File: config.mk
export PLATFORM = sky130hd
export DESIGN_NAME = ecp_port
export DESIGN_NICKNAME = d
export VERILOG_FILES = /design/src/hdl/ecp_pkg.sv /design/src/hdl/ecp_fifo.sv /design/src/hdl/ecp_port.sv /design/src/hdl/ecp_skid.sv
export SDC_FILE = /design/constraint.sdc
export NUM_CORES = 1
export LEC_CHECK = 0
export BUFFER_PORTS_ARGS = -buffer_cell sky130_fd_sc_hd__clkbuf_2
export CAP_MARGIN = 20
export CORE_MARGIN = 3
export CORE_UTILIZATION = 59
export CTS_BUF_LIST = sky130_fd_sc_hd__clkbuf_4
export CTS_CLUSTER_DIAMETER = 50
export DETAILED_ROUTE_END_ITERATION = 7
export HOLD_SLACK_MARGIN = 0.03
export PLACE_DENSITY = 0.84
export SLEW_MARGIN = 20
export SYNTH_ARGS = -nofsm -noshare
export SYNTH_HDL_FRONTEND = slang
export SYNTH_SLANG_ARGS = --single-unit
export TNS_END_PERCENT = 5
File: constraint.sdc
create_clock -name clk_sys_in -period 5.55 [get_ports clk_sys_in]
set_clock_uncertainty 0.2 [all_clocks]
set_input_delay 1.665 -clock clk_sys_in [delete_from_list [all_inputs] [get_ports clk_sys_in]]
set_output_delay 1.665 -clock clk_sys_in [all_outputs]
set_load 0.02 [all_outputs]
File: src/hdl/ecp_pkg.sv
package ecp_pkg;
  // Port word and shared FIFO sizing
  localparam int unsigned PWORD_W    = 8;
  localparam int unsigned FIFO_DEPTH = 16;
  localparam int unsigned RLE_MAX    = 64;
  localparam int unsigned HADDR_W    = 13;
  localparam int unsigned SYNC_W     = 13;

  // Register indices; byte address is four times the index
  localparam logic [10:0] IDX_DATA    = 11'h000;
  localparam logic [10:0] IDX_STATUS  = 11'h001;
  localparam logic [10:0] IDX_CONTROL = 11'h002;
  localparam logic [10:0] IDX_FIFO    = 11'h400;
  localparam logic [10:0] IDX_CFGB    = 11'h401;
  localparam logic [10:0] IDX_ECR     = 11'h402;

  // Values after reset and constant patterns
  localparam logic [7:0] DATA_RESET = 8'h00;
  localparam logic [7:0] DCR_RESET  = 8'h04;
  localparam logic [7:0] ECR_RESET  = 8'h14;
  localparam logic [7:0] CFGA_VALUE = 8'h10;

  // Control register bit positions
  localparam int unsigned DCR_STROBE = 0;
  localparam int unsigned DCR_AUTOFD = 1;
  localparam int unsigned DCR_INIT   = 2;
  localparam int unsigned DCR_SELIN  = 3;
  localparam int unsigned DCR_ACKIEN = 4;
  localparam int unsigned DCR_DIR    = 5;

  // Extended control register bit positions
  localparam int unsigned ECR_MODE_LSB = 5;
  localparam int unsigned ECR_FLTDIS   = 4;
  localparam int unsigned ECR_DMA_ENABLE    = 3;
  localparam int unsigned ECR_SERVICE  = 2;

  typedef enum logic [2:0] {
    MODE_SPP  = 3'b000,
    MODE_PS2  = 3'b001,
    MODE_FIFO = 3'b010,
    MODE_ECP  = 3'b011,
    MODE_EPP  = 3'b100,
    MODE_RSV  = 3'b101,
    MODE_TEST = 3'b110,
    MODE_CFG  = 3'b111
  } ecp_mode_t;

  // One FIFO entry: cmd set for an address or run-length byte
  typedef struct packed {
    logic       cmd;
    logic [7:0] value;
  } ecp_word_t;
endpackage : ecp_pkg

File: src/hdl/ecp_fifo.sv
`timescale 1ns/1ns
module ecp_fifo #(
  parameter int unsigned WIDTH = 9,
  parameter int unsigned DEPTH = 16
) (
  input  wire logic             clk_sys_in,
  input  wire logic             reset_n_in,
  input  wire logic             flush_in,
  input  wire logic             in_valid_in,
  output logic                  in_ready_out,
  input  wire logic [WIDTH-1:0] in_data_in,
  output logic                  out_valid_out,
  input  wire logic             out_ready_in,
  output logic [WIDTH-1:0]      out_data_out
);
  localparam int unsigned PW = $clog2(DEPTH);
  logic [WIDTH-1:0] mem [DEPTH];
  logic [PW-1:0]    wr_ptr, rd_ptr, next_wr_ptr, next_rd_ptr;
  logic [PW:0]      count, next_count;
  logic             push, pop;

  // Honest full and empty from the occupancy count
  assign in_ready_out  = (count != PW'(0) + (PW+1)'(DEPTH)) ? 1'b1 : 1'b0;
  assign out_valid_out = (count != '0);
  assign out_data_out  = mem[rd_ptr];
  assign push = in_valid_in & in_ready_out;
  assign pop  = out_valid_out & out_ready_in;

  // Pointer and count update; flush empties without touching storage
  always_comb begin
    next_wr_ptr = push ? wr_ptr + PW'(1) : wr_ptr;
    next_rd_ptr = pop ? rd_ptr + PW'(1) : rd_ptr;
    next_count  = count + (PW+1)'(push) - (PW+1)'(pop);
    if (flush_in) begin
      next_wr_ptr = '0;
      next_rd_ptr = '0;
      next_count  = '0;
    end
  end

  always_ff @(posedge clk_sys_in or negedge reset_n_in) begin
    if (!reset_n_in) begin
      wr_ptr <= '0;
      rd_ptr <= '0;
      count  <= '0;
    end else begin
      wr_ptr <= next_wr_ptr;
      rd_ptr <= next_rd_ptr;
      count  <= next_count;
    end
  end

  // Storage needs no reset
  always_ff @(posedge clk_sys_in) begin
    if (push) begin
      mem[wr_ptr] <= in_data_in;
    end
  end
endmodule : ecp_fifo

File: src/hdl/ecp_port.sv
// Notes on behaviour
// Every port word on the host data path is eight bits.
// All four FIFO views share one sixteen-byte store.
// The FIFO buffers both directions and holds sixteen entries.
// Only one direction moves at a time, chosen by the direction bit.
// No negotiation; burst channel with DMA requests in both directions.
// Standard printer port behaviour whenever extended mode is not selected; FIFO mode (010) drives strobe and data from hardware instead.
// FIFO compatibility mode runs strobe and busy handshake in hardware.
// Run-length count byte is consumed; next byte repeats that many times.
// Decompression is built; compression is not offered.
// One count plus one data byte expands to at most 64 bytes.
// Forward bytes carry an address or data tag on the autofeed line.
// Strobe clocks each forward byte; busy acknowledges before next strobe.
// Peripheral ack marks reverse data; autofeed answers as interlock.
// Status and control registers answer in every mode.
// Configuration B shows the chosen interrupt line and DMA channel.
// Address FIFO bit 7 set: channel address; clear: run-length count.
// Configuration A reads a constant with only bit 4 set.
// FIFO and data offsets select registers by mode field.
// Init low turns the channel reverse; paper-error low acknowledges.
//
// Our own choices: the AHB-Lite slave port and the address map.
`timescale 1ns/1ns
module ecp_port (
  input  wire logic        clk_sys_in,
  input  wire logic        reset_n_in,
  // AHB-Lite slave
  input  wire logic        hsel_in,
  input  wire logic [12:0] haddr_in,
  input  wire logic [1:0]  htrans_in,
  input  wire logic        hwrite_in,
  input  wire logic [2:0]  hsize_in,
  input  wire logic [31:0] hwdata_in,
  input  wire logic        hready_in,
  output logic             hreadyout_out,
  output logic             hresp_out,
  output logic [31:0]      hrdata_out,
  // Global configuration choices
  input  wire logic [2:0]  irq_select_in,
  input  wire logic [2:0]  dma_select_in,
  output logic             dma_req_out,
  // Parallel cable
  input  wire logic [7:0]  pd_in,
  output logic [7:0]       pd_out,
  output logic             pd_oe_out,
  output logic             strobe_n_out,
  output logic             autofd_n_out,
  output logic             init_n_out,
  output logic             select_in_n_out,
  input  wire logic        busy_in,
  input  wire logic        ack_n_in,
  input  wire logic        perror_in,
  input  wire logic        select_in,
  input  wire logic        fault_n_in
);
  typedef enum logic [2:0] {
    ST_IDLE    = 3'b000,
    ST_SETUP   = 3'b001,
    ST_STROBE  = 3'b010,
    ST_RELEASE = 3'b011,
    ST_REV_REQ = 3'b100,
    ST_REV_ACK = 3'b101,
    ST_EXPAND  = 3'b110
  } ecp_state_t;

  // Two-flop synchronisers for every cable input
  logic [ecp_pkg::SYNC_W-1:0] sync_a, sync_b, pins_raw;
  assign pins_raw = {pd_in, busy_in, ack_n_in, perror_in, select_in, fault_n_in};
  genvar gi;
  generate
    for (gi = 0; gi < ecp_pkg::SYNC_W; gi++) begin : g_sync
      always_ff @(posedge clk_sys_in or negedge reset_n_in) begin
        if (!reset_n_in) begin
          sync_a[gi] <= 1'b0;
          sync_b[gi] <= 1'b0;
        end else begin
          sync_a[gi] <= pins_raw[gi];
          sync_b[gi] <= sync_a[gi];
        end
      end
    end
  endgenerate
  logic [7:0] pd_s;
  logic       busy_s, ack_n_s, perror_s, select_s, fault_n_s;
  assign {pd_s, busy_s, ack_n_s, perror_s, select_s, fault_n_s} = sync_b;

  // Software-visible state
  logic [7:0]        data_reg, dcr, ecr_ctl, hrdata;
  logic [7:0]        next_data_reg, next_dcr, next_ecr_ctl, next_hrdata;
  logic              flush, next_flush;
  ecp_pkg::ecp_mode_t mode;
  assign mode = ecp_pkg::ecp_mode_t'(ecr_ctl[7:5]);

  // Mode decode: reverse only where the direction bit is honoured
  logic fifo_mode, reverse, fwd_run, rev_run;
  assign fifo_mode = (mode == ecp_pkg::MODE_FIFO) || (mode == ecp_pkg::MODE_ECP);
  assign reverse   = dcr[ecp_pkg::DCR_DIR] && (mode == ecp_pkg::MODE_PS2 ||
                     mode == ecp_pkg::MODE_ECP);
  assign fwd_run   = fifo_mode && !reverse;
  assign rev_run   = (mode == ecp_pkg::MODE_ECP) && reverse && !perror_s;

  // AHB-Lite address phase capture; reads insert one wait state
  logic        ap_valid, ap_write, rd_done;
  logic        next_ap_valid, next_ap_write, next_rd_done;
  logic [10:0] ap_idx, next_ap_idx;
  logic        wr_stb, rd_stb;
  assign wr_stb        = ap_valid && ap_write;
  assign rd_stb        = ap_valid && !ap_write && !rd_done;
  assign hreadyout_out = !rd_stb;
  assign hresp_out     = 1'b0;
  assign hrdata_out    = {24'h000000, hrdata};

  always_comb begin
    next_ap_valid = ap_valid;
    next_ap_write = ap_write;
    next_ap_idx   = ap_idx;
    next_rd_done  = rd_stb;
    if (hready_in) begin
      next_ap_valid = hsel_in && htrans_in[1];
      next_ap_write = hwrite_in;
      next_ap_idx   = haddr_in[12:2];
    end
  end

  always_ff @(posedge clk_sys_in or negedge reset_n_in) begin
    if (!reset_n_in) begin
      ap_valid <= 1'b0;
      ap_write <= 1'b0;
      ap_idx   <= 11'h000;
      rd_done  <= 1'b0;
    end else begin
      ap_valid <= next_ap_valid;
      ap_write <= next_ap_write;
      ap_idx   <= next_ap_idx;
      rd_done  <= next_rd_done;
    end
  end

  // Register decode by mode field; unmapped reads give zero
  logic hit_afifo, hit_fifo, hit_cfga, hit_cfgb, hit_data;
  assign hit_data  = ap_idx == ecp_pkg::IDX_DATA && !mode[2] && !mode[1];
  assign hit_afifo = ap_idx == ecp_pkg::IDX_DATA && mode == ecp_pkg::MODE_ECP;
  assign hit_fifo  = ap_idx == ecp_pkg::IDX_FIFO && (fifo_mode || mode == ecp_pkg::MODE_TEST);
  assign hit_cfga  = ap_idx == ecp_pkg::IDX_FIFO && mode == ecp_pkg::MODE_CFG;
  assign hit_cfgb  = ap_idx == ecp_pkg::IDX_CFGB && mode == ecp_pkg::MODE_CFG;

  // Shared FIFO and forward skid buffer
  ecp_pkg::ecp_word_t fifo_in, fifo_out, skid_out, eng_word;
  logic fifo_in_valid, fifo_in_ready, fifo_out_valid, fifo_out_ready;
  logic skid_in_ready, skid_out_valid, eng_take, eng_push, bus_push, bus_pop;
  logic fifo_full, fifo_empty, test_mode;
  assign test_mode  = mode == ecp_pkg::MODE_TEST;
  assign fifo_full  = !fifo_in_ready;
  assign fifo_empty = !fifo_out_valid;
  // Bus fills only in the forward direction or test mode
  assign bus_push = wr_stb && (hit_afifo || hit_fifo) && !reverse;
  assign bus_pop  = rd_stb && hit_fifo && (reverse || test_mode);
  assign fifo_in_valid  = rev_run ? eng_push : bus_push;
  assign fifo_in        = rev_run ? eng_word :
                          ecp_pkg::ecp_word_t'({hit_afifo, hwdata_in[7:0]});
  assign fifo_out_ready = fwd_run ? skid_in_ready : bus_pop;

  ecp_fifo #(
    .WIDTH ($bits(ecp_pkg::ecp_word_t)),
    .DEPTH (ecp_pkg::FIFO_DEPTH)
  ) u_fifo (
    .clk_sys_in    (clk_sys_in),
    .reset_n_in    (reset_n_in),
    .flush_in      (flush),
    .in_valid_in   (fifo_in_valid),
    .in_ready_out  (fifo_in_ready),
    .in_data_in    (fifo_in),
    .out_valid_out (fifo_out_valid),
    .out_ready_in  (fifo_out_ready),
    .out_data_out  (fifo_out)
  );

  ecp_skid #(
    .WIDTH ($bits(ecp_pkg::ecp_word_t))
  ) u_skid (
    .clk_sys_in    (clk_sys_in),
    .reset_n_in    (reset_n_in),
    .flush_in      (flush),
    .in_valid_in   (fwd_run && fifo_out_valid),
    .in_ready_out  (skid_in_ready),
    .in_data_in    (fifo_out),
    .out_valid_out (skid_out_valid),
    .out_ready_in  (eng_take),
    .out_data_out  (skid_out)
  );

  // Register writes; a mode change empties the shared FIFO
  always_comb begin
    next_data_reg = data_reg;
    next_dcr      = dcr;
    next_ecr_ctl  = ecr_ctl;
    next_flush    = 1'b0;
    if (wr_stb) begin
      if (hit_data) begin
        next_data_reg = hwdata_in[7:0];
      end
      if (ap_idx == ecp_pkg::IDX_CONTROL) begin
        next_dcr = {2'b00, hwdata_in[5:0]};
      end
      if (ap_idx == ecp_pkg::IDX_ECR) begin
        next_ecr_ctl = {hwdata_in[7:2], 2'b00};
        next_flush   = hwdata_in[7:5] != ecr_ctl[7:5];
      end
    end
  end

  // Read mux, registered in the wait cycle
  logic [7:0] status_view, cfgb_view;
  assign status_view = {~busy_s, ack_n_s, perror_s, select_s, fault_n_s, 3'b000};
  // Compression is not built, so its flag reads zero
  assign cfgb_view = {1'b0, ~fault_n_s & ~ecr_ctl[ecp_pkg::ECR_FLTDIS],
                      irq_select_in, dma_select_in};
  always_comb begin
    next_hrdata = hrdata;
    if (rd_stb) begin
      next_hrdata = 8'h00;
      unique case (1'b1)
        hit_data:  next_hrdata = reverse ? pd_s : data_reg;
        hit_afifo: next_hrdata = 8'h00;
        hit_fifo:  next_hrdata = bus_pop ? fifo_out.value : 8'h00;
        hit_cfga:  next_hrdata = ecp_pkg::CFGA_VALUE;
        hit_cfgb:  next_hrdata = cfgb_view;
        (ap_idx == ecp_pkg::IDX_STATUS):  next_hrdata = status_view;
        (ap_idx == ecp_pkg::IDX_CONTROL): next_hrdata = dcr;
        (ap_idx == ecp_pkg::IDX_ECR):
          next_hrdata = {ecr_ctl[7:2], fifo_full, fifo_empty};
        default:   next_hrdata = 8'h00;
      endcase
    end
  end

  always_ff @(posedge clk_sys_in or negedge reset_n_in) begin
    if (!reset_n_in) begin
      data_reg <= ecp_pkg::DATA_RESET;
      dcr      <= ecp_pkg::DCR_RESET;
      ecr_ctl  <= ecp_pkg::ECR_RESET;
      hrdata   <= 8'h00;
      flush    <= 1'b0;
    end else begin
      data_reg <= next_data_reg;
      dcr      <= next_dcr;
      ecr_ctl  <= next_ecr_ctl;
      hrdata   <= next_hrdata;
      flush    <= next_flush;
    end
  end

  // Pin engine: forward strobe/busy interlock, reverse ack/autofeed
  ecp_state_t state, next_state;
  logic [7:0] out_byte, next_out_byte, held, next_held;
  logic       out_cmd, next_out_cmd, rle_pend, next_rle_pend;
  logic [5:0] rle_left, next_rle_left;
  logic [6:0] rle_clip;
  // Counts beyond the largest run are clipped so one pair never exceeds it
  assign rle_clip = (pd_s[6:0] > 7'(ecp_pkg::RLE_MAX - 1)) ?
                    7'(ecp_pkg::RLE_MAX - 1) : pd_s[6:0];
  assign eng_take = state == ST_IDLE && fwd_run && !busy_s;
  assign eng_word = ecp_pkg::ecp_word_t'({1'b0, held});
  assign eng_push = (state == ST_EXPAND) ||
                    (state == ST_REV_REQ && !ack_n_s && busy_s && !rle_pend);

  always_comb begin
    next_state    = state;
    next_out_byte = out_byte;
    next_out_cmd  = out_cmd;
    next_held     = held;
    next_rle_pend = rle_pend;
    next_rle_left = rle_left;
    unique case (state)
      ST_IDLE: begin
        if (eng_take && skid_out_valid) begin
          next_out_byte = skid_out.value;
          next_out_cmd  = skid_out.cmd;
          next_state    = ST_SETUP;
        end else if (rev_run) begin
          next_state = ST_REV_REQ;
        end
      end
      // One cycle of data setup before the strobe falls
      ST_SETUP:   next_state = ST_STROBE;
      ST_STROBE: begin
        if (busy_s) begin
          next_state = ST_RELEASE;
        end
      end
      ST_RELEASE: begin
        if (!busy_s) begin
          next_state = ST_IDLE;
        end
      end
      ST_REV_REQ: begin
        next_held = pd_s;
        if (!rev_run) begin
          next_state = ST_IDLE;
        end else if (!ack_n_s) begin
          if (!busy_s) begin
            // Command byte: count when bit 7 clear, else a channel address
            if (!pd_s[7]) begin
              next_rle_pend = 1'b1;
              next_rle_left = rle_clip[5:0];
            end
            next_state = ST_REV_ACK;
          end else if (rle_pend) begin
            next_state = ST_EXPAND;
          end else if (fifo_in_ready) begin
            next_state = ST_REV_ACK;
          end
        end
      end
      // Repeat the byte after a count; the FIFO stalls this as needed
      ST_EXPAND: begin
        if (fifo_in_ready) begin
          next_rle_left = rle_left - 6'h01;
          if (rle_left == 6'h00) begin
            next_rle_pend = 1'b0;
            next_state    = ST_REV_ACK;
          end
        end
      end
      ST_REV_ACK: begin
        if (ack_n_s) begin
          next_state = rev_run ? ST_REV_REQ : ST_IDLE;
        end
      end
      default:    next_state = ST_IDLE;
    endcase
  end

  always_ff @(posedge clk_sys_in or negedge reset_n_in) begin
    if (!reset_n_in) begin
      state    <= ST_IDLE;
      out_byte <= 8'h00;
      out_cmd  <= 1'b0;
      held     <= 8'h00;
      rle_pend <= 1'b0;
      rle_left <= 6'h00;
    end else begin
      state    <= next_state;
      out_byte <= next_out_byte;
      out_cmd  <= next_out_cmd;
      held     <= next_held;
      rle_pend <= next_rle_pend;
      rle_left <= next_rle_left;
    end
  end

  // Pin drive: hardware owns strobe only in FIFO modes, and autofeed only in ECP mode
  logic strobe_hw;
  assign strobe_hw = (state == ST_STROBE) || (state == ST_SETUP && 1'b0);
  always_comb begin
    pd_out          = fifo_mode ? out_byte : data_reg;
    pd_oe_out       = !reverse;
    strobe_n_out    = fifo_mode ? !strobe_hw : !dcr[ecp_pkg::DCR_STROBE];
    autofd_n_out    = !dcr[ecp_pkg::DCR_AUTOFD];
    init_n_out      = dcr[ecp_pkg::DCR_INIT];
    select_in_n_out = !dcr[ecp_pkg::DCR_SELIN];
    if (mode == ecp_pkg::MODE_ECP) begin
      init_n_out      = !dcr[ecp_pkg::DCR_DIR];
      select_in_n_out = 1'b1;
      // Forward: high tags data, low tags address; reverse: low requests
      autofd_n_out = reverse ? (state != ST_REV_REQ && state != ST_IDLE) :
                     !out_cmd;
    end
  end

  // DMA request while the FIFO can move a byte in the live direction
  assign dma_req_out = ecr_ctl[ecp_pkg::ECR_DMA_ENABLE] && !ecr_ctl[ecp_pkg::ECR_SERVICE] &&
                       ((fwd_run && fifo_in_ready) || (rev_run && fifo_out_valid));
endmodule : ecp_port

File: src/hdl/ecp_skid.sv
`timescale 1ns/1ns
module ecp_skid #(
  parameter int unsigned WIDTH = 9
) (
  input  wire logic             clk_sys_in,
  input  wire logic             reset_n_in,
  input  wire logic             flush_in,
  input  wire logic             in_valid_in,
  output logic                  in_ready_out,
  input  wire logic [WIDTH-1:0] in_data_in,
  output logic                  out_valid_out,
  input  wire logic             out_ready_in,
  output logic [WIDTH-1:0]      out_data_out
);
  logic [WIDTH-1:0] head, tail, next_head, next_tail;
  logic [1:0]       fill, next_fill;
  logic             push, pop;

  assign in_ready_out  = (fill != 2'h2);
  assign out_valid_out = (fill != 2'h0);
  assign out_data_out  = head;
  assign push = in_valid_in & in_ready_out;
  assign pop  = out_valid_out & out_ready_in;

  // Two entries so a stalled pin engine never drops a word
  always_comb begin
    next_head = head;
    next_tail = tail;
    next_fill = fill + 2'(push) - 2'(pop);
    if (pop) begin
      next_head = tail;
    end
    if (push) begin
      if (fill == 2'h0 || (fill == 2'h1 && pop)) begin
        next_head = in_data_in;
      end else begin
        next_tail = in_data_in;
      end
    end
    if (flush_in) begin
      next_fill = 2'h0;
    end
  end

  always_ff @(posedge clk_sys_in or negedge reset_n_in) begin
    if (!reset_n_in) begin
      head <= '0;
      tail <= '0;
      fill <= 2'h0;
    end else begin
      head <= next_head;
      tail <= next_tail;
      fill <= next_fill;
    end
  end
endmodule : ecp_skid

==> results of run 1 <==
-- layout make-up --
cell class              count  share of cell area [%]
well taps                 270                   2.465
flip-flops and latches    273                   55.13
repair buffers             77                   3.122
multi-input cells         567                   31.67
inverters                  24                  0.6572
clock buffers              99                   5.422
clock inverters            29                   1.534
-- per-layer routing --
layer / share of wire, % / track usage, % / wire length [um] / vias up
met5: 0 / 0 / 0 / -
met2: 47 / 39.83 / 13640 / 446
met4: 2.6 / 8.737 / 753 / 0
met1: 40 / 35.77 / 11590 / 4035
li1: - / - / - / 3645
met3: 9.7 / 7.014 / 2792 / 63
-- cell families (layout without fill, tap and decap cells) --
family | count (synthesis) | after routing | synth area share [%]
and+or+nand+nor | 247 | 247 | 10.98
DFF | 273 | 273 | 61.32
AOI/OAI and AO/OA | 153 | 153 | 9.128
xor gates and xnor gates | 8 | 8 | 0.5686
buffers and inverters | 100 | 229 | 4.346
other | 1 | 25 | 0.03043
muxes | 118 | 118 | 11.95
adders and majority gates | 16 | 16 | 1.685
-- worst paths after layout --
path                       startpoint              end  slack [ns]  depth (start not counted)
min in group asynchronous  reset_n_in   u_skid.tail[6]        0.86                          1
min                         sync_a[4]           busy_s        0.14                          0
max in group asynchronous  reset_n_in       ecr_ctl[4]        3.40                          2
max reg2reg                ecr_ctl[7]  u_fifo.count[4]        1.79                         14
max                        ecr_ctl[5]     autofd_n_out        0.75                          6
min reg2reg                 sync_a[4]           busy_s        0.14                          0
-- synth_stat cells, drive strengths merged (8+ instances only) --
library cell / count / area (um^2)
a21o: 11 / 82.58
a21oi: 24 / 120.1
a221o: 10 / 100.1
a221oi: 18 / 157.7
a22oi: 10 / 75.07
and2: 8 / 50.05
and4: 10 / 87.58
buf: 49 / 344.1
clkbuf: 27 / 101.4
dfrtp: 126 / 3153
edfxtp: 144 / 4324
ha: 15 / 187.7
inv: 22 / 82.58
mux2: 53 / 596.8
mux2i: 47 / 470.5
mux4: 18 / 405.4
nand2: 107 / 401.6
nand3: 12 / 60.06
nor2: 31 / 126.4
nor2b: 10 / 62.56
nor3: 11 / 60.06
o21ai: 34 / 170.2
-- worst register-to-register path: stages, from the launching register on --
cell     delay [ns]
dfrtp_1        0.62
and3b_1        0.38
o21ai_0        0.41
o22a_1         0.40
nor2_1         0.10
ha_1           0.28
inv_1          0.04
ha_1           0.20
inv_1          0.08
fa_1           0.20
inv_1          0.05
a21oi_1        0.11
nor2_1         0.06
or3_1          0.34
a21oi_1        0.14
-- power by group through the flow --
stage	Combinational (mW)	Sequential [mW]	Clock, mW
2_1_floorplan	0.228	2.26	0
3_3_place_gp	0.294	2.29	0
3_5_place_dp	0.302	2.30	0
4_1_cts	0.304	2.26	1.82
5_1_grt	0.337	2.26	1.95
6_report	0.306	2.26	1.80
-- through the flow --
stage,area [um^2],setup slack (ns),power (mW),instances
final,13710,0.7547,4.362,1339
after global placement,12750,1.597,2.589,1210
after floorplan,12410,1.818,2.492,940
after global routing,13710,0.6734,4.548,1339
after CTS,13700,0.8284,4.381,1338
after detailed placement,12750,1.595,2.599,1210
==> results.py, run 1 <==
metrics = {
    "cts": {
        "htreeDepth": 3,
        "clk_pin_slew_ns": 0.06,
        "cts_tree": "yes",
        "cts_buffers": 69,
        "worstSkewPairLatency_ns": 0.69,
        "clockRootBuffer": "clkbuf_4",
        "cts_resized": 0,
        "cts_buffer_depth": 3,
        "post_cts_buffers": 0,
        "holdBufCountCts": 0,
        "clock_sinks": 273,
    },
    "power": {
        "powerDensity_mw_per_mm2": 318.3,
        "p_seq_share_pct": 51.8,
        "irDropWorstVdd_mv": 0.2590,
        "p_sw_share_pct": 24.77,
        "p_int_mw": 3.282,
        "comb_power_share_pct": 7.0,
        "leakagePower_nw": 5.529,
        "netSwitchingPower_mw": 1.081,
        "clkPwrFrac_pct": 41.2,
    },
    "worst_setup_path": {
        "endpoint_kind": "primary output",
        "worst-setup-path-type": "flip-flop to primary output",
        "critPathBufInv": 2,
        "crit_arrival_ns": 2.93,
        "worst_setup_path_start_kind": "flip-flop",
        "critPathMostFrequentCell": "a21oi_1",
        "critPathSlowestCell": "dfrtp_1",
        "path_delay_family": "flip-flops",
        "cp_max_fo": 12,
        "cp_slowest_stage_delay_ns": 0.64,
        "required_ns": 3.69,
        "crit_chain": "and3b_1 > clkinv_1 > a21oi_1 > nor2_1 > a21oi_1 > clkbuf_2",
    },
    "timing": {
        "maxSlewViolCount": 0,
        "fmax_mhz": 208.5,
        "rsz0062_at_grt": "false",
        "finalHoldViolCount": 0,
        "tightest_slew_ns": 1.018,
        "hold_slack_ns": 0.1415,
        "fin_crit_ns": 4.795,
        "fin_setup_tns_ns": 0,
        "period_share_pct": 86.40,
        "maxSlewHeadroom_pct": 32.13,
        "setup_violations": 0,
    },
    "synth": {
        "ys_ff_latch": 273,
        "postSynthCellCount": 916,
        "netlist_area_mm2": 0.01232,
        "synthArstFlopShare_pct": 47.25,
        "synth_warnings": 0,
        "synth-edff-count": 144,
        "syn-mean-instance-area_um2": 13.45,
        "ys.flop_type": "edfxtp_1",
        "synth_sequential_area_ratio_pct": 61.32,
        "yosys.cell_types.count": 80,
    },
    "global_routing": {
        "grt_pass1_wl_um": 43900,
        "grt_max_degree": 68,
        "antenna_found_initial": 0,
        "grt_pass1_vias": 7902,
        "grt-ovfl-total": 0,
        "grtUsageTotal_pct": 25.78,
    },
    "finish": {
        "regArea_mm2": 0.007557,
        "largest_register_ffs": 144,
        "max_flop_register": "u_fifo.mem",
        "nets": 1102,
        "area_delta_synth_final_pct": 11.23,
        "finalCoreUtilization_pct": 67.31,
        "reg_top3": "u_fifo.mem x144, sync_a x13, ap_idx x11",
        "num-fill-cells": 1438,
        "diodes": 0,
        "multi_input_area_mm2": 0.004340,
        "drive_above_1_share_pct": 26.10,
        "final_common_cell": "edfxtp_1",
        "final_cell_mix": "edfxtp_1, dfrtp_1, nand2_1",
    },
    "route": {
        "drt-initial-drc-count": 865,
        "postRouteAntennaNets": 0,
        "via_count": 8189,
        "wl_per_cell_um": 21.49,
        "wl_um": 28780,
        "route.detailed.drc": 0,
        "first_pass_iters": 6,
        "detail_route.vias_per_cell": 6.116,
    },
    "job": {
        "max_cap_viol_count": 0,
    },
    "die": {
        "chipHeight_um": 150.5,
        "core_area_mm2": 0.02036,
        "start_util_pct": 60.51,
        "die_w_um": 150.5,
        "io-pin-count": 122,
        "die-area_mm2": 0.02266,
        "rows": 52,
    },
    "hold_path": {
        "hold_class": "flip-flop to flip-flop",
    },
    "placed_design": {
        "dpl.hpwl_um": 18990,
        "numPortBuffers": 66,
        "gp_congestion": 0.9337,
    },
    "status": {
        "status": "finished, final reports clean",
    },
}
Power figures use the tool's default switching activity.
==> run 2, diff against run 1 <==
Settings changed: ABC_AREA from default to 1.
Clock period 5.55 ns to 5.19 ns, I/O delays scaled along.
==> run 2 against run 1 <==
Sequential share of layout area is 1.3 points lower. Final area rose by 2.4%. Area after synthesis is 1.9% higher. Combinational power grew to 6.5 times the previous value. Sequential cell count is the same. Critical path type unchanged.
==> results.py, run 2 <==
metrics = {
    "global_routing": {
        "grt-ovfl-total": 0,
        "grt_pass1_wl_um": 48650,
        "antenna_found_initial": 2,
        "globalRouteMet3Util_pct": 6.826,
        "use_met1_pct": 34.39,
        "grt_max_degree": 86,
        "grt_pass1_vias": 9499,
        "grt.busiest_layer": "met2",
        "grtUsageTotal_pct": 26.04,
        "gr-usage-met2_pct": 41.53,
    },
    "synth": {
        "synth-edff-count": 144,
        "yosysTopAreaCellShare_pct": 34.44,
        "synthArstFlopShare_pct": 47.25,
        "yosysTopAreaCell": "edfxtp_1",
        "netlist_area_mm2": 0.01255,
        "postSynthCellCount": 1294,
        "synth_most_common_cell": "nand2_1",
        "ys.flop_type": "edfxtp_1",
        "syn-mean-instance-area_um2": 9.702,
        "synth_sequential_area_ratio_pct": 60.19,
        "synth.area.top_cells": "edfxtp_1, dfrtp_1, nand2_1, nor2_1, nand3_1",
        "ys_ff_latch": 273,
        "synth_warnings": 0,
        "yosys.cell_types.count": 52,
        "synthTopCellsByCount": "nand2_1, edfxtp_1, dfrtp_1",
    },
    "timing": {
        "period_share_pct": 79.53,
        "fin_setup_tns_ns": 0,
        "tightest_slew_ns": 0.9429,
        "timing.final.ws_setup_ns": 1.063,
        "rsz0062_at_grt": "false",
        "maxSlewHeadroom_pct": 37.14,
        "finalHoldViolCount": 0,
        "maxSlewViolCount": 0,
        "fin_crit_ns": 4.127,
        "setup_violations": 0,
        "fmax_mhz": 242.3,
    },
    "worst_setup_path": {
        "worst_setup_path_start_kind": "flip-flop",
        "crit_chain": "inv_1 > ha_1 > nand4_1 > inv_1 > o22ai_1 > and3b_1 > clkbuf_2",
        "crit_arrival_ns": 2.37,
        "worst-setup-path-type": "flip-flop to primary output",
        "required_ns": 3.43,
        "reg2reg_depth": 16,
        "critPathSlowestCell": "dfrtp_1",
        "critPathMostFrequentCell": "inv_1",
        "endpoint_kind": "primary output",
        "cp_slowest_stage_delay_ns": 0.40,
        "cp_max_fo": 6,
    },
    "die": {
        "io-pin-count": 122,
        "core_area_mm2": 0.02056,
        "start_util_pct": 61.06,
        "rows": 52,
        "die-area_mm2": 0.02306,
        "chipHeight_um": 151.9,
        "die_w_um": 151.9,
    },
    "power": {
        "leakagePower_nw": 6.375,
        "powerDensity_mw_per_mm2": 470.7,
        "irDropWorstVdd_mv": 0.2806,
    },
    "finish": {
        "largest_register_ffs": 144,
        "final_common_cell": "nand2_1",
        "fin_cells": 1738,
        "reg_top3": "u_fifo.mem x144, sync_a x13, ap_idx x11",
        "final_cell_mix": "nand2_1, edfxtp_1, dfrtp_1",
        "area_delta_synth_final_pct": 11.80,
        "finalCoreUtilization_pct": 68.27,
        "num-fill-cells": 1531,
        "max_flop_register": "u_fifo.mem",
        "drive_above_1_share_pct": 18.62,
        "nets": 1504,
    },
    "route": {
        "wl_um": 30030,
        "detail_route.vias_per_cell": 5.570,
        "drt-initial-drc-count": 1021,
        "first_pass_iters": 6,
        "via_count": 9681,
        "postRouteAntennaNets": 0,
        "wl_per_cell_um": 17.28,
        "route.detailed.drc": 0,
    },
    "job": {
        "max_cap_viol_count": 0,
    },
    "placed_design": {
        "gp_congestion": 0.9388,
        "dpl.hpwl_um": 19800,
        "dp_slack_ns": 1.760,
        "numPortBuffers": 66,
        "place_inst": 1613,
    },
    "hold_path": {
        "hold_class": "flip-flop to flip-flop",
        "hold_depth": 0,
    },
    "cts": {
        "htreeDepth": 3,
        "cts_resized": 0,
        "cts_tree": "yes",
        "clk_pin_slew_ns": 0.06,
        "clockRootBuffer": "clkbuf_4",
        "clock_sinks": 273,
        "cts_buffer_depth": 3,
        "holdBufCountCts": 0,
        "worstSkewPairLatency_ns": 0.70,
        "cts_buffers": 69,
        "post_cts_buffers": 0,
    },
    "status": {
        "status": "finished, final reports clean",
    },
}
run 2: cells by family after synthesis:
logic type,after synthesis,synth area share (%)
AOI/OAI and AO/OA,157,6.847
other,1,0.02987
muxes,12,1.076
buffers and inverters,172,6.538
adders and majority gates,16,1.654
xor gates and xnor gates,12,0.8372
and+or+nand+nor,651,22.83
DFF,273,60.19
run 2: area by class of cell:
type | count | area (um^2) | area share (%)
Antenna cell | 2 | 5.005 | 0.03566
Clock inverter | 20 | 140.1 | 0.9984
Tap cell | 270 | 337.8 | 2.407
Sequential cell | 273 | 7557 | 53.84
Timing Repair Buffer | 91 | 533.0 | 3.797
Multi-Input combinational cell | 873 | 4279 | 30.49
Inverter | 106 | 410.4 | 2.924
Clock buffer | 103 | 773.2 | 5.509
run 2: per-layer routing:
metal  up-vias  wire [um]
met3        91       2792
met2       496      14470
met1      4567      11820
li1       4527          -
met5         -          0
met4         0        945
run 2: through the flow:
stage / instance area (um^2) / hold slack (ns) / total power [mW]
6_report: 14040 / 0.1392 / 6.607
5_1_grt: 14040 / 0.1573 / 7.021
4_1_cts: 14030 / 0.1399 / 6.616
3_5_place_dp: 13120 / 0.1347 / 4.721
3_3_place_gp: 13110 / 0.1322 / 4.628
2_1_floorplan: 12640 / 0.1312 / 4.165
run 2: final timing paths:
check / start / endpoint / slack [ns]
setup / recovery: u_fifo.count[3] / dma_req_out / 1.06
hold / removal: sync_a[0] / fault_n_s / 0.14
setup reg to reg: u_fifo.count[3] / u_fifo.count[4] / 1.81
hold reg to reg: sync_a[0] / fault_n_s / 0.14
max in group asynchronous: reset_n_in / dcr[2] / 3.10
min in group asynchronous: reset_n_in / u_skid.out_data_out[8] / 0.82
run 2: critical path, delay by kind of cell (launching register included):
family,cells,cell delay (ns)
buf+inv,3,0.53
simple gates,2,0.49
flops,1,0.40
fa+ha+maj,1,0.18
compound gates,1,0.10
run 2: power by group:
group | total [mW] | leakage [nW] | internal, mW | switching, mW
Sequential | 2.73 | 2.87 | 2.53 | 0.199
Clock | 1.88 | 0.544 | 1.01 | 0.870
Combinational | 2.00 | 2.97 | 0.604 | 1.39
==> run 3, diff against run 2 <==
Settings changed: ABC_AREA 1 to 0.
Clock period 5.19 ns to 3.8 ns, I/O delays scaled along.
==> run 3 against run 2 <==
Sequential share of layout area grew 1.3 points. Register-to-register slack lost 1.4 ns. Global-route usage grew 0.17 points. Worst setup slack lost 0.91 ns. Routed wire length shrank 3.0%. First-iteration DRC count shrank 19%. Clock-buffer cell count shrank 5. Non-clock buffer count is the same. Final area shrank 2.3%. Critical path depth shrank 1.
==> results.py, run 3 (same netlist as run 1, synthesis figures left out) <==
metrics = {
    "status": {
        "status": "finished, final reports clean",
    },
    "finish": {
        "max_flop_register": "u_fifo.mem",
        "multi_input_area_mm2": 0.004342,
        "nets": 1115,
        "drive_above_1_share_pct": 27.08,
        "final_cell_mix": "edfxtp_1, dfrtp_1, nand2_1",
        "regArea_mm2": 0.007559,
        "area_delta_synth_final_pct": 11.26,
        "final_common_cell": "edfxtp_1",
        "num-fill-cells": 1413,
        "largest_register_ffs": 144,
        "reg_top3": "u_fifo.mem x144, sync_a x13, ap_idx x11",
    },
    "timing": {
        "maxSlewHeadroom_pct": 30.46,
        "fin_setup_tns_ns": 0,
        "fmax_mhz": 274.4,
        "setup_violations": 0,
        "finalHoldViolCount": 0,
        "fin_crit_ns": 3.645,
        "maxSlewViolCount": 0,
        "period_share_pct": 95.92,
        "rsz0062_at_grt": "false",
        "tightest_slew_ns": 1.043,
    },
    "hold_path": {
        "hold_class": "flip-flop to flip-flop",
    },
    "worst_setup_path": {
        "cp_slowest_stage_delay_ns": 0.43,
        "critPathSlowestCell": "dfrtp_1",
        "crit_chain": "buf_4 > nor2b_1 > buf_4 > nand2_1 > o21ai_0 > clkbuf_2",
        "worst_setup_path_start_kind": "flip-flop",
        "worst-setup-path-type": "flip-flop to primary output",
        "cp_max_fo": 10,
        "critPathMostFrequentCell": "buf_4",
        "required_ns": 2.46,
        "endpoint_kind": "primary output",
        "crit_arrival_ns": 2.30,
    },
    "global_routing": {
        "grt_pass1_wl_um": 44620,
        "grt_pass1_vias": 7951,
        "antenna_found_initial": 2,
        "grtUsageTotal_pct": 26.21,
        "grt-ovfl-total": 0,
        "grt_max_degree": 55,
    },
    "job": {
        "max_cap_viol_count": 0,
    },
    "power": {
        "powerDensity_mw_per_mm2": 450.8,
        "leakagePower_nw": 5.542,
        "total_power_mw": 6.181,
        "irDropWorstVdd_mv": 0.3279,
    },
    "cts": {
        "cts_buffer_depth": 3,
        "clk_pin_slew_ns": 0.07,
        "clockRootBuffer": "clkbuf_4",
        "worstSkewPairLatency_ns": 0.69,
        "cts_buffers": 68,
        "clock_sinks": 273,
        "htreeDepth": 3,
        "cts_tree": "yes",
        "holdBufCountCts": 0,
    },
    "die": {
        "die_w_um": 150.5,
        "io-pin-count": 122,
        "die-area_mm2": 0.02266,
        "core_area_mm2": 0.02036,
        "chipHeight_um": 150.5,
        "start_util_pct": 60.51,
        "rows": 52,
    },
    "route": {
        "first_pass_iters": 6,
        "via_count": 8255,
        "detail_route.vias_per_cell": 6.147,
        "wl_um": 29150,
        "postRouteAntennaNets": 0,
        "route.detailed.drc": 0,
        "wl_per_cell_um": 21.70,
        "drt-initial-drc-count": 828,
    },
    "placed_design": {
        "numPortBuffers": 66,
        "dpl.hpwl_um": 19400,
        "gp_congestion": 0.9624,
    },
}
==> run 3: changes by cell type in the layout (fill, tap and decap cells not counted), sizes merged, moves of 11 or more <==
cell,previous run,this run
nand3,92,12
a221oi,1,18
nor2,139,31
o21ai,104,34
mux2,12,53
mux4,0,18
a21o,0,11
inv,104,23
mux2i,0,47
nand2,382,107
==> run 3: report_power, final <==
group / internal (mW) / total, mW / switching (mW)
sequential: 3.20 / 3.28 / 0.0724
clock: 1.26 / 2.41 / 1.16
combinational: 0.174 / 0.490 / 0.315
==> run 3: critical path, delay by kind of cell, from the launching register on <==
family | cells | cell delay, ns
buffers and inverters | 3 | 0.61
DFF | 1 | 0.43
and+or+nand+nor | 2 | 0.31
AOI/OAI and AO/OA | 1 | 0.28
==> run 3: final cells by class <==
type	instances	share of cell area (%)
clock buffer	98	5.366
tap	270	2.464
inverter	24	0.6571
sequential	273	55.13
multi-input combinational	567	31.67
antenna	2	0.03650
clock inverter	18	0.7939
timing repair buffer	91	3.888
==> run 3: layer usage <==
metal | track usage [%] | part of all wire (%) | vias up
met1 | 37.40 | 41 | 4058
met4 | 9.286 | 3.0 | 0
met3 | 5.539 | 8.8 | 71
li1 | - | - | 3660
met2 | 40.32 | 47 | 466
met5 | 0 | 0 | -
==> run 3: final timing paths <==
check                      cells past startpoint  startpoint               to  slack (ns)
max in group asynchronous                      2  reset_n_in  u_fifo.count[4]        2.37
max                                            6  ecr_ctl[7]       init_n_out        0.16
min in group asynchronous                      1  reset_n_in      out_byte[6]        0.23
max reg2reg                                   15  ecr_ctl[5]  u_fifo.count[4]        0.41
min reg2reg                                    0   sync_a[1]         select_s        0.14
min                                            0   sync_a[1]         select_s        0.14
==> run 3: what timing repair did <==
action / in CTS / in global routing
setup buffers: 0 / 0
resized for setup: 0 / 2
hold endpoints to repair: 0 / 0
endpoints found under the setup margin: 0 / 3
==> run 3: per-stage QoR <==
step	hold WS [ns]	instances	setup slack (ns)	cell area, um^2	utilization (%)
after floorplan	0.1312	940	0.4879	12410	-
after global placement	0.1318	1225	0.5114	12860	63.14
after detailed placement	0.1347	1225	0.4362	12860	63.14
after CTS	0.1425	1341	0.02082	13700	67.29
after global routing	0.1488	1343	0.01414	13710	67.33
final	0.1449	1343	0.1551	13710	67.33
